$ cat src/mcr_pkg.sv
// package: register map, field positions, reset values and counts for the clock controller
package mcr_pkg;
  // word-aligned byte offsets on the wishbone bus
  localparam logic [3:0] CTRL_STATUS_OFS = 4'h0;
  localparam logic [3:0] BEEP_CTRL_OFS = 4'h4;
  localparam logic [3:0] IRQ_STATUS_OFS = 4'h8;
  localparam logic [3:0] IRQ_CLEAR_OFS = 4'hC;
  localparam logic [4:0] IRQ_ENABLE_OFS = 5'h10;
  localparam logic [4:0] POWER_MODE_OFS = 5'h14;

  // control/status field positions
  localparam int CLK_OUT_BIT = 7;
  localparam int SLOW_DIV_LSB = 5;
  localparam int SLOW_MODE_BIT = 4;
  localparam int TIMEBASE_LSB = 2;
  localparam int OVF_IRQ_EN_BIT = 1;
  localparam int OVF_FLAG_BIT = 0;

  // reset values
  localparam logic [7:0] CTRL_STATUS_RST = 8'h00;
  localparam logic [1:0] TONE_RST = 2'h0;

  // timebase periods in oscillator cycles
  localparam logic [17:0] TB_PERIOD_0 = 18'd16000;
  localparam logic [17:0] TB_PERIOD_1 = 18'd32000;
  localparam logic [17:0] TB_PERIOD_2 = 18'd80000;
  localparam logic [17:0] TB_PERIOD_3 = 18'd200000;

  // tone half periods for an 8 MHz oscillator: 2 kHz, 1 kHz, 500 Hz
  localparam logic [13:0] TONE_HALF_1 = 14'd2000;
  localparam logic [13:0] TONE_HALF_2 = 14'd4000;
  localparam logic [13:0] TONE_HALF_3 = 14'd8000;

  // power modes seen from the core
  typedef enum logic [1:0] {MODE_RUN, MODE_WAIT, MODE_ACTIVE_HALT, MODE_HALT} mcr_mode_t;

  // classic wishbone request bundle
  typedef struct packed {
    logic cyc;
    logic stb;
    logic we;
    logic [4:0] adr;
    logic [3:0] sel;
    logic [31:0] dat;
  } mcr_wb_req_t;
endpackage

$ cat src/mcr_clock_ctrl.sv
// module: main clock controller with timebase counter, clock out and beeper
//
// The Wishbone slave port and the address map were chosen for this implementation.
`timescale 1ns/1ps
module mcr_clock_ctrl (
  // clock and reset
  input wire logic clk_i,
  input wire logic rst_i,
  // wishbone slave
  input wire logic wb_cyc_i,
  input wire logic wb_stb_i,
  input wire logic wb_we_i,
  input wire logic [4:0] wb_adr_i,
  input wire logic [3:0] wb_sel_i,
  input wire logic [31:0] wb_dat_i,
  output logic [31:0] wb_dat_o,
  output logic wb_ack_o,
  // core power-mode handshake
  input wire logic halt_req_i,
  input wire logic wake_i,
  output logic [1:0] power_mode_o,
  output logic wake_o,
  // clocks and pins
  output logic core_clk_en_o,
  output logic clock_out_pin_o,
  output logic clock_out_oe_o,
  output logic tone_pin_o,
  output logic tone_oe_o,
  output logic irq_o
);
  mcr_pkg::mcr_wb_req_t req;
  mcr_pkg::mcr_mode_t mode_reg;
  logic [7:0] ctrl_reg;
  // writable control bits 7..1 and the hardware-set flag live in
  // separate registers so that each has a single clocked driver
  logic [7:1] ctrl_bits_reg;
  logic ovf_flag_reg;
  logic [1:0] tone_sel_reg;
  logic irq_status_reg;
  logic irq_enable_reg;
  logic [17:0] tb_count_reg;
  logic [1:0] tb_active_reg;
  logic [17:0] tb_period;
  logic tb_wrap;
  logic [3:0] div_count_reg;
  logic core_en_reg;
  logic core_en_next;
  logic clk_out_reg;
  logic [13:0] tone_count_reg;
  logic [13:0] tone_half;
  logic tone_reg;
  logic access;
  logic wr;
  logic rd;
  logic frozen;
  logic counting;
  logic ovf_req;

  // register map on the byte address, all registers in bits 7:0:
  //   0x00 control/status: clock-out, prescaler, slow mode, timebase,
  //        overflow enable and overflow flag (read clears the flag)
  //   0x04 tone select, two bits
  //   0x08 sticky interrupt status, read only
  //   0x0C interrupt clear, write one to bit 0
  //   0x10 interrupt enable, bit 0
  //   0x14 power mode: reads the mode, writing bit 0 enters wait
  // unmapped reads return zero and unmapped writes are dropped,
  // both still acknowledged so a stray access never hangs the bus
  //
  // timing, all in oscillator cycles on clk_i:
  //   the bus answers exactly one cycle after the take
  //   the overflow flag rises as the counter wraps to zero, one period after its last wrap
  //   slow mode enables the core once every 2, 4, 8 or 16 cycles
  //   the tone pin toggles every half period of the selected tone
  //
  // limitation: the clock-out pin carries the core clock halved by the
  // toggle, so in normal mode it runs at half the oscillator rate

  assign req = '{cyc: wb_cyc_i, stb: wb_stb_i, we: wb_we_i, adr: wb_adr_i,
                 sel: wb_sel_i, dat: wb_dat_i};
  // single-cycle ack; new request only after ack drops
  assign access = req.cyc && req.stb && !wb_ack_o;
  assign wr = access && req.we && req.sel[0];
  assign rd = access && !req.we;
  // control/status and tone select ignore writes in either halt flavour
  // registers frozen
  assign frozen = (mode_reg == mcr_pkg::MODE_ACTIVE_HALT) || (mode_reg == mcr_pkg::MODE_HALT);
  assign counting = (mode_reg != mcr_pkg::MODE_HALT);

  // a request is taken only while ack is low, so a master that holds
  // its request through the ack cycle is never answered twice
  // bus ack
  always_ff @(posedge clk_i)
  begin
    if (rst_i)
      wb_ack_o <= 1'b0;
    else
      wb_ack_o <= access;
  end

  // read data mux, registered with the ack
  always_ff @(posedge clk_i)
  begin
    if (rst_i)
      wb_dat_o <= 32'h0000_0000;
    else if (rd)
    begin
      if (req.adr == {1'b0, mcr_pkg::CTRL_STATUS_OFS})
        wb_dat_o <= {24'h00_0000, ctrl_reg};
      else if (req.adr == {1'b0, mcr_pkg::BEEP_CTRL_OFS})
        wb_dat_o <= {30'h0000_0000, tone_sel_reg};
      else if (req.adr == {1'b0, mcr_pkg::IRQ_STATUS_OFS})
        wb_dat_o <= {31'h0000_0000, irq_status_reg};
      else if (req.adr == mcr_pkg::IRQ_ENABLE_OFS)
        wb_dat_o <= {31'h0000_0000, irq_enable_reg};
      else if (req.adr == mcr_pkg::POWER_MODE_OFS)
        wb_dat_o <= {30'h0000_0000, mode_reg};
      else
        wb_dat_o <= 32'h0000_0000;
    end
  end

  // control bits 7..1 written by software; flag bit handled below
  always_ff @(posedge clk_i)
  begin
    if (rst_i)
      ctrl_bits_reg <= mcr_pkg::CTRL_STATUS_RST[7:1];
    else if (wr && !frozen && req.adr == {1'b0, mcr_pkg::CTRL_STATUS_OFS})
      ctrl_bits_reg <= req.dat[7:1];
  end

  // software view of control/status: control bits above the flag
  assign ctrl_reg = {ctrl_bits_reg, ovf_flag_reg};

  // overflow flag; a wrap in the read cycle wins over the clear
  always_ff @(posedge clk_i)
  begin
    if (rst_i)
      ovf_flag_reg <= 1'b0;
    else if (tb_wrap)
      ovf_flag_reg <= 1'b1;
    else if (rd && req.adr == {1'b0, mcr_pkg::CTRL_STATUS_OFS})
      ovf_flag_reg <= 1'b0;
  end

  // beep control register, only the low two bits exist
  always_ff @(posedge clk_i)
  begin
    if (rst_i)
      tone_sel_reg <= mcr_pkg::TONE_RST;
    else if (wr && !frozen && req.adr == {1'b0, mcr_pkg::BEEP_CTRL_OFS})
      tone_sel_reg <= req.dat[1:0];
  end

  // timebase period lookup for the latched selection
  // period codes
  always_comb
  begin
    case (tb_active_reg)
      2'b00: tb_period = mcr_pkg::TB_PERIOD_0;
      2'b01: tb_period = mcr_pkg::TB_PERIOD_1;
      2'b10: tb_period = mcr_pkg::TB_PERIOD_2;
      default: tb_period = mcr_pkg::TB_PERIOD_3;
    endcase
  end
  assign tb_wrap = counting && (tb_count_reg == tb_period - 18'd1);

  // the counter compares against period-1 and wraps to zero, so one
  // period is exactly the selected number of cycles; the selection is
  // latched only at the wrap, a write mid-period changes nothing now
  // timebase divider; selection sampled only at wrap so periods never shift
  always_ff @(posedge clk_i)
  begin
    if (rst_i)
    begin
      tb_count_reg <= 18'd0;
      tb_active_reg <= 2'b00;
    end
    else if (tb_wrap)
    begin
      tb_count_reg <= 18'd0;
      tb_active_reg <= ctrl_reg[mcr_pkg::TIMEBASE_LSB +: 2];
    end
    else if (counting)
      tb_count_reg <= tb_count_reg + 18'd1;
  end

  // the sticky status copies the overflow event for software that
  // polls the interrupt registers instead of control/status; reading
  // it does not touch the overflow flag
  // sticky interrupt status, write-one clear; set wins
  always_ff @(posedge clk_i)
  begin
    if (rst_i)
      irq_status_reg <= 1'b0;
    else if (tb_wrap)
      irq_status_reg <= 1'b1;
    else if (wr && req.adr == {1'b0, mcr_pkg::IRQ_CLEAR_OFS} && req.dat[0])
      irq_status_reg <= 1'b0;
  end

  // interrupt enable register
  always_ff @(posedge clk_i)
  begin
    if (rst_i)
      irq_enable_reg <= 1'b0;
    else if (wr && req.adr == mcr_pkg::IRQ_ENABLE_OFS)
      irq_enable_reg <= req.dat[0];
  end

  assign ovf_req = ctrl_reg[mcr_pkg::OVF_FLAG_BIT] && ctrl_reg[mcr_pkg::OVF_IRQ_EN_BIT];
  assign irq_o = ovf_req || (irq_status_reg && irq_enable_reg);

  // mode moves:
  //   run -> active-halt on a halt request with the overflow enable set
  //   run -> full halt on a halt request with the enable clear
  //   run -> wait on a software write to the power mode register
  //   wait and active-halt -> run on the overflow request or a wake
  //   full halt -> run only on the external wake; the timebase is
  //   frozen there, so it could never end the halt anyway
  // power mode tracker; the core reports halt and external wake-ups
  always_ff @(posedge clk_i)
  begin
    if (rst_i)
      mode_reg <= mcr_pkg::MODE_RUN;
    else
    begin
      case (mode_reg)
        mcr_pkg::MODE_RUN:
        begin
          if (halt_req_i && ctrl_reg[mcr_pkg::OVF_IRQ_EN_BIT])
            mode_reg <= mcr_pkg::MODE_ACTIVE_HALT;
          else if (halt_req_i)
            mode_reg <= mcr_pkg::MODE_HALT;
          else if (wr && req.adr == mcr_pkg::POWER_MODE_OFS && req.dat[0])
            mode_reg <= mcr_pkg::MODE_WAIT;
        end
        mcr_pkg::MODE_WAIT:
        begin
          if (ovf_req || wake_i)
            mode_reg <= mcr_pkg::MODE_RUN;
        end
        mcr_pkg::MODE_ACTIVE_HALT:
        begin
          if (ovf_req || wake_i)
            mode_reg <= mcr_pkg::MODE_RUN;
        end
        default:
        begin
          if (wake_i)
            mode_reg <= mcr_pkg::MODE_RUN;
        end
      endcase
    end
  end
  assign power_mode_o = mode_reg;
  assign wake_o = (mode_reg != mcr_pkg::MODE_RUN) && (mode_reg != mcr_pkg::MODE_HALT) && ovf_req;

  // the prescaler count runs all the time, so a change of divider code
  // takes effect within one count cycle without a restart; the core may
  // see one short gap between enables at the change, never a long one
  // core clock enable: one pulse every 2^(code+1) cycles in slow mode
  // normal or slow rate
  always_comb
  begin
    if (!ctrl_reg[mcr_pkg::SLOW_MODE_BIT])
      core_en_next = 1'b1;
    else
    begin
      case (ctrl_reg[mcr_pkg::SLOW_DIV_LSB +: 2])
        2'b00: core_en_next = (div_count_reg[0] == 1'b1);
        2'b01: core_en_next = (div_count_reg[1:0] == 2'b11);
        2'b10: core_en_next = (div_count_reg[2:0] == 3'b111);
        default: core_en_next = (div_count_reg == 4'hF);
      endcase
    end
  end

  // free running prescaler; independent of timebase and beeper
  // separate counters
  always_ff @(posedge clk_i)
  begin
    if (rst_i)
    begin
      div_count_reg <= 4'h0;
      core_en_reg <= 1'b1;
    end
    else
    begin
      div_count_reg <= div_count_reg + 4'h1;
      core_en_reg <= core_en_next;
    end
  end
  assign core_clk_en_o = core_en_reg;

  // clock out: toggles at each core clock enable, gated in halt modes
  always_ff @(posedge clk_i)
  begin
    if (rst_i)
      clk_out_reg <= 1'b0;
    else if (frozen || !ctrl_reg[mcr_pkg::CLK_OUT_BIT])
      clk_out_reg <= 1'b0;
    else if (core_en_reg)
      clk_out_reg <= !clk_out_reg;
  end
  assign clock_out_pin_o = clk_out_reg;
  assign clock_out_oe_o = ctrl_reg[mcr_pkg::CLK_OUT_BIT];

  // the tone counter restarts when the tone is off or in full halt, so
  // a tone started from off begins with a full low half; in active-halt it keeps
  // running, software turns it off before the halt if power matters
  // tone half period lookup
  // tone codes
  always_comb
  begin
    case (tone_sel_reg)
      2'b01: tone_half = mcr_pkg::TONE_HALF_1;
      2'b10: tone_half = mcr_pkg::TONE_HALF_2;
      default: tone_half = mcr_pkg::TONE_HALF_3;
    endcase
  end

  // tone generator: square wave, equal high and low halves
  always_ff @(posedge clk_i)
  begin
    if (rst_i || tone_sel_reg == 2'b00 || mode_reg == mcr_pkg::MODE_HALT)
    begin
      tone_count_reg <= 14'd0;
      tone_reg <= 1'b0;
    end
    else if (tone_count_reg >= tone_half - 14'd1)
    begin
      tone_count_reg <= 14'd0;
      tone_reg <= !tone_reg;
    end
    else
      tone_count_reg <= tone_count_reg + 14'd1;
  end
  assign tone_pin_o = tone_reg;
  assign tone_oe_o = (tone_sel_reg != 2'b00);
endmodule

$ cat config.mk
export PLATFORM = sky130hd
export DESIGN_NAME = mcr_clock_ctrl
export DESIGN_NICKNAME = d
export VERILOG_FILES = /design/src/mcr_pkg.sv /design/src/mcr_clock_ctrl.sv
export SDC_FILE = /design/constraint.sdc
export NUM_CORES = 1
export LEC_CHECK = 0
export BUFFER_PORTS_ARGS = -buffer_cell sky130_fd_sc_hd__buf_2
export CAP_MARGIN = 40
export CELL_PAD_IN_SITES_DETAIL_PLACEMENT = 1
export CELL_PAD_IN_SITES_GLOBAL_PLACEMENT = 2
export CORE_ASPECT_RATIO = 1.25
export CORE_MARGIN = 8
export CORE_UTILIZATION = 31
export DETAILED_ROUTE_END_ITERATION = 10
export GPL_TIMING_DRIVEN = 1
export PLACE_DENSITY_LB_ADDON = 0.05
export SLEW_MARGIN = 25
export SYNTH_ARGS = -nofsm -noshare
export SYNTH_HDL_FRONTEND = slang
export SYNTH_SLANG_ARGS = --single-unit
export TNS_END_PERCENT = 100
$ cat constraint.sdc
create_clock -name clk_i -period 3 [get_ports clk_i]
set_input_delay 0.3 -clock clk_i [delete_from_list [all_inputs] [get_ports clk_i]]
set_output_delay 0.3 -clock clk_i [all_outputs]
set_load 0.01 [all_outputs]
==> results_tabular.tex <==
\begin{tabular}{lr}
\hline
Metric & Value \\
\hline
\multicolumn{2}{l}{\textbf{Setup path}} \\
Worst reg2reg path depth & 10 \\
Kind of capture point of the worst setup path & flop \\
Reg-to-Reg Start & tone\_sel\_reg[0] \\
Critical path arrival & about 2.7 ns \\
Reg-to-reg critical path endpoint & tone\_count\_reg[9] \\
Startpoint type of the worst setup path & flop \\
Kind of critical path & flop to flop \\
CP Max Fanout & 13 \\
Data required, critical path & approximately 3.3 ns \\
R2r setup slk & roughly 0.53 ns \\
\multicolumn{2}{l}{\textbf{Clock tree}} \\
CTS tree & built \\
Count of cells resized by post-cts repair & 0 \\
Clock buffers created by TritonCTS & 9 \\
Clock slew at reported path FFs & 0.06 ns \\
Clock Path Buffers & 2 \\
Number of hold buffers added after CTS & 0 \\
Skew-Pair Late Insertion Delay & 0.33 ns \\
Clock root cell & clkbuf\_16 \\
Total number of H-tree levels & 3 \\
Clock sink total & between 60 and 70 \\
Number of buffers inserted by post-CTS setup repair & 0 \\
\multicolumn{2}{l}{\textbf{Placement}} \\
Count of input and output buffers & 38 \\
Routability congestion estimate & 0.714 \\
Cell Count Post-Placement & about 530 \\
DP Wirelength & just over 6000 um \\
\multicolumn{2}{l}{\textbf{Die}} \\
Effective utilization at floorplan & 31.3\% \\
I/O pins & 90 \\
Horizontal die dimension & $\sim$110 um \\
Placement row count & 42 \\
Full die area & approximately 14000 um2 \\
Chip Height & between 100 and 150 um \\
Core region area & approximately 10000 um2 \\
\multicolumn{2}{l}{\textbf{Cells and area}} \\
Synth-to-Final Area Change & 17.4\% \\
Total area of multi-input combinational cells & between 1500 and 2000 um2 \\
Utilization after layout & between 30\% and 40\% \\
Max FFs per register & 18 \\
Nets & between 400 and 500 \\
Antenna diode count & 0 \\
Number of filler instances in the final layout & 1265 \\
Final cell count without fillers & between 500 and 600 \\
Storage cell area & 1280 um2 \\
Share of final-layout standard cells stronger than drive strength 1 & between 10\% and 20\% \\
\multicolumn{2}{l}{\textbf{Timing}} \\
Final count of pins violating max slew & 0 \\
Tmin final & about 2.5 ns \\
Fraction of the cycle the final worst path needs & 82.4\% \\
Setup Total Neg Slack & 0 ns \\
Maximum achievable frequency & 405 MHz \\
Number of setup violations in the final report & 0 \\
Transition time at the pin with the least slew margin & between 0.6 and 0.7 ns \\
RSZ-0062 raised after global routing & no \\
Relative slew slack & around 56\% \\
Hold Violations, Final & 0 \\
Layout Skew & around 0.0073 ns \\
Worst hold slack & roughly 0.2 ns \\
\multicolumn{2}{l}{\textbf{Flow run}} \\
Max\_cap viols & 0 \\
\multicolumn{2}{l}{\textbf{Global routing}} \\
Wire length of the first global-routing pass & between 10000 and 15000 um \\
GR Overflow Total & 0 \\
Antenna violations before repair & 0 \\
Total global routing track utilization & around an eighth \\
Pin count of the biggest net entering global routing & 30 \\
Via count of the first global-routing pass & between 2000 and 3000 \\
\multicolumn{2}{l}{\textbf{Drt}} \\
Ratio of routed vias to standard cells & $\sim$4.7 \\
Post-detailed-route wirelength per cell & around 15 um \\
DRC marker count from the first detailed-route iteration & 51 \\
DRC & 0 \\
Final wirelength & 8340 um \\
Number of search-and-repair iterations in the first detailed-routing pass & 4 \\
Via count & between 2000 and 3000 \\
Count of antenna-violating nets left after detailed routing & 0 \\
\multicolumn{2}{l}{\textbf{Power}} \\
Cell area power density & 628 nW/um2 \\
Max IR drop VDD & around 260 uV \\
Pleak & roughly 1.6 nW \\
\multicolumn{2}{l}{\textbf{Synth}} \\
Combined area of all synthesized cells & $\sim$3300 um2 \\
Gate count of the mapped netlist & about 370 \\
Main area contributors after synthesis & dfxtp\_1 (39\%), nor2\_1 (7.7\%), ha\_1 (6.1\%) \\
Leading cell type by number of instances after synthesis & nor2\_1 \\
Average cell area after synthesis & roughly 8.8 um2 \\
Post-synth EDFFs & 0 \\
Synthesis Warnings & 0 \\
Most instantiated cells after synthesis & nor2\_1 (67), dfxtp\_1 (64), buf\_4 (25), nand2\_1 (22) \\
Share of synthesized registers carrying an async set or reset & 0\% \\
Post-synthesis cell type with the largest combined area & dfxtp\_1 \\
Prevailing post-synth register cell & dfxtp\_1 \\
Fraction of post-synthesis cell area in the top cell type by area & between 30\% and 40\% \\
Fraction of the yosys area taken by sequential cells & between 30\% and 40\% \\
Seq cells post-synth & between 60 and 70 \\
Synth unique cells & 53 \\
\multicolumn{2}{l}{\textbf{Min path}} \\
Hold path startpoint & wb\_dat\_i[7] \\
Worst min-delay path category & input pin to flop \\
Worst hold path depth & 3 \\
Endpoint, Worst Hold & ctrl\_bits\_reg[7] \\
\multicolumn{2}{l}{\textbf{Run status}} \\
Outcome & finished clean \\
\hline
\end{tabular}
[power breakdown]
| group | switching, mW | internal, mW | total, mW |
|---|---|---|---|
| logic | 0.159 | 0.101 | 0.259 |
| clock network | 0.389 | 0.855 | 1.24 |
| registers | 0.0313 | 0.880 | 0.911 |
[cell type report]
type / instances / area share [%]
inverter: 13 / 1.27
multi-input combinational: 284 / 46.7
clock inverter: 5 / 2.67
sequential: 64 / 33.3
timing repair buffer: 39 / 5.14
tap: 132 / 4.30
clock buffer: 11 / 6.58
[critical path, cell delays in order (launching register included)]
cell and delay (ns):
dfxtp_1 0.40, inv_1 0.09, ha_1 0.34, inv_1 0.07, ha_1 0.17, or2_2 0.27, a221o_1 0.27, o41ai_2 0.38
nand2_1 0.10, buf_4 0.20, nor2_1 0.11
[worst max-delay path by stage]
stage / startpoint / end / slack [ns] / cells after the start
floorplan: tone_sel_reg[0] / tone_count_reg[13] / 0.79 / 10
global placement: tone_sel_reg[0] / tone_count_reg[13] / 0.53 / 10
detailed placement: tone_sel_reg[0] / tone_count_reg[10] / 0.50 / 10
finish: tone_sel_reg[0] / tone_count_reg[9] / 0.53 / 10
CTS: tone_sel_reg[0] / tone_count_reg[2] / 0.48 / 10
global route: tone_sel_reg[0] / tone_count_reg[5] / 0.30 / 10
[layout by cell type, fill, tap and decap left out, drive strengths merged, types with 11 or more instances in the layout]
cell / netlist / routed
nor2: 67 / 67
dfxtp: 64 / 64
buf: 30 / 39
conb: 1 / 24
nand2: 22 / 22
xor2: 17 / 17
mux2i: 17 / 17
xnor2: 16 / 16
ha: 16 / 16
nand3: 16 / 16
inv: 13 / 13
clkbuf: 3 / 11
[through the flow]
step,area [um2],setup WS [ns],power (mW)
after floorplan,3360,0.788,1.13
after global placement,3490,0.532,1.18
after detailed placement,3490,0.496,1.19
after CTS,3840,0.485,2.46
after global routing,3840,0.302,2.53
final,3840,0.529,2.41
[cell families after synthesis]
logic type                 count (synthesis)  synth area share, %
and+or+nand+nor                          160                 24.2
DFF                                       64                 39.1
buffers and inverters                     46                 8.67
AOI/OAI and AO/OA                         34                 7.80
xor gates and xnor gates                  33                 8.83
muxes                                     17                 5.20
adders and majority gates                 16                 6.11
other                                      1                0.115
[metal layers]
| metal | share of wire (%) | wire length [um] | GRT usage (%) |
|---|---|---|---|
| met5 | 0 | 0 | 0 |
| met4 | 1.4 | 118 | 4.91 |
| met3 | 4.6 | 384 | 3.97 |
| met2 | 48 | 4020 | 20.6 |
| met1 | 46 | 3820 | 15.0 |
(Power assumes the default switching activity.)
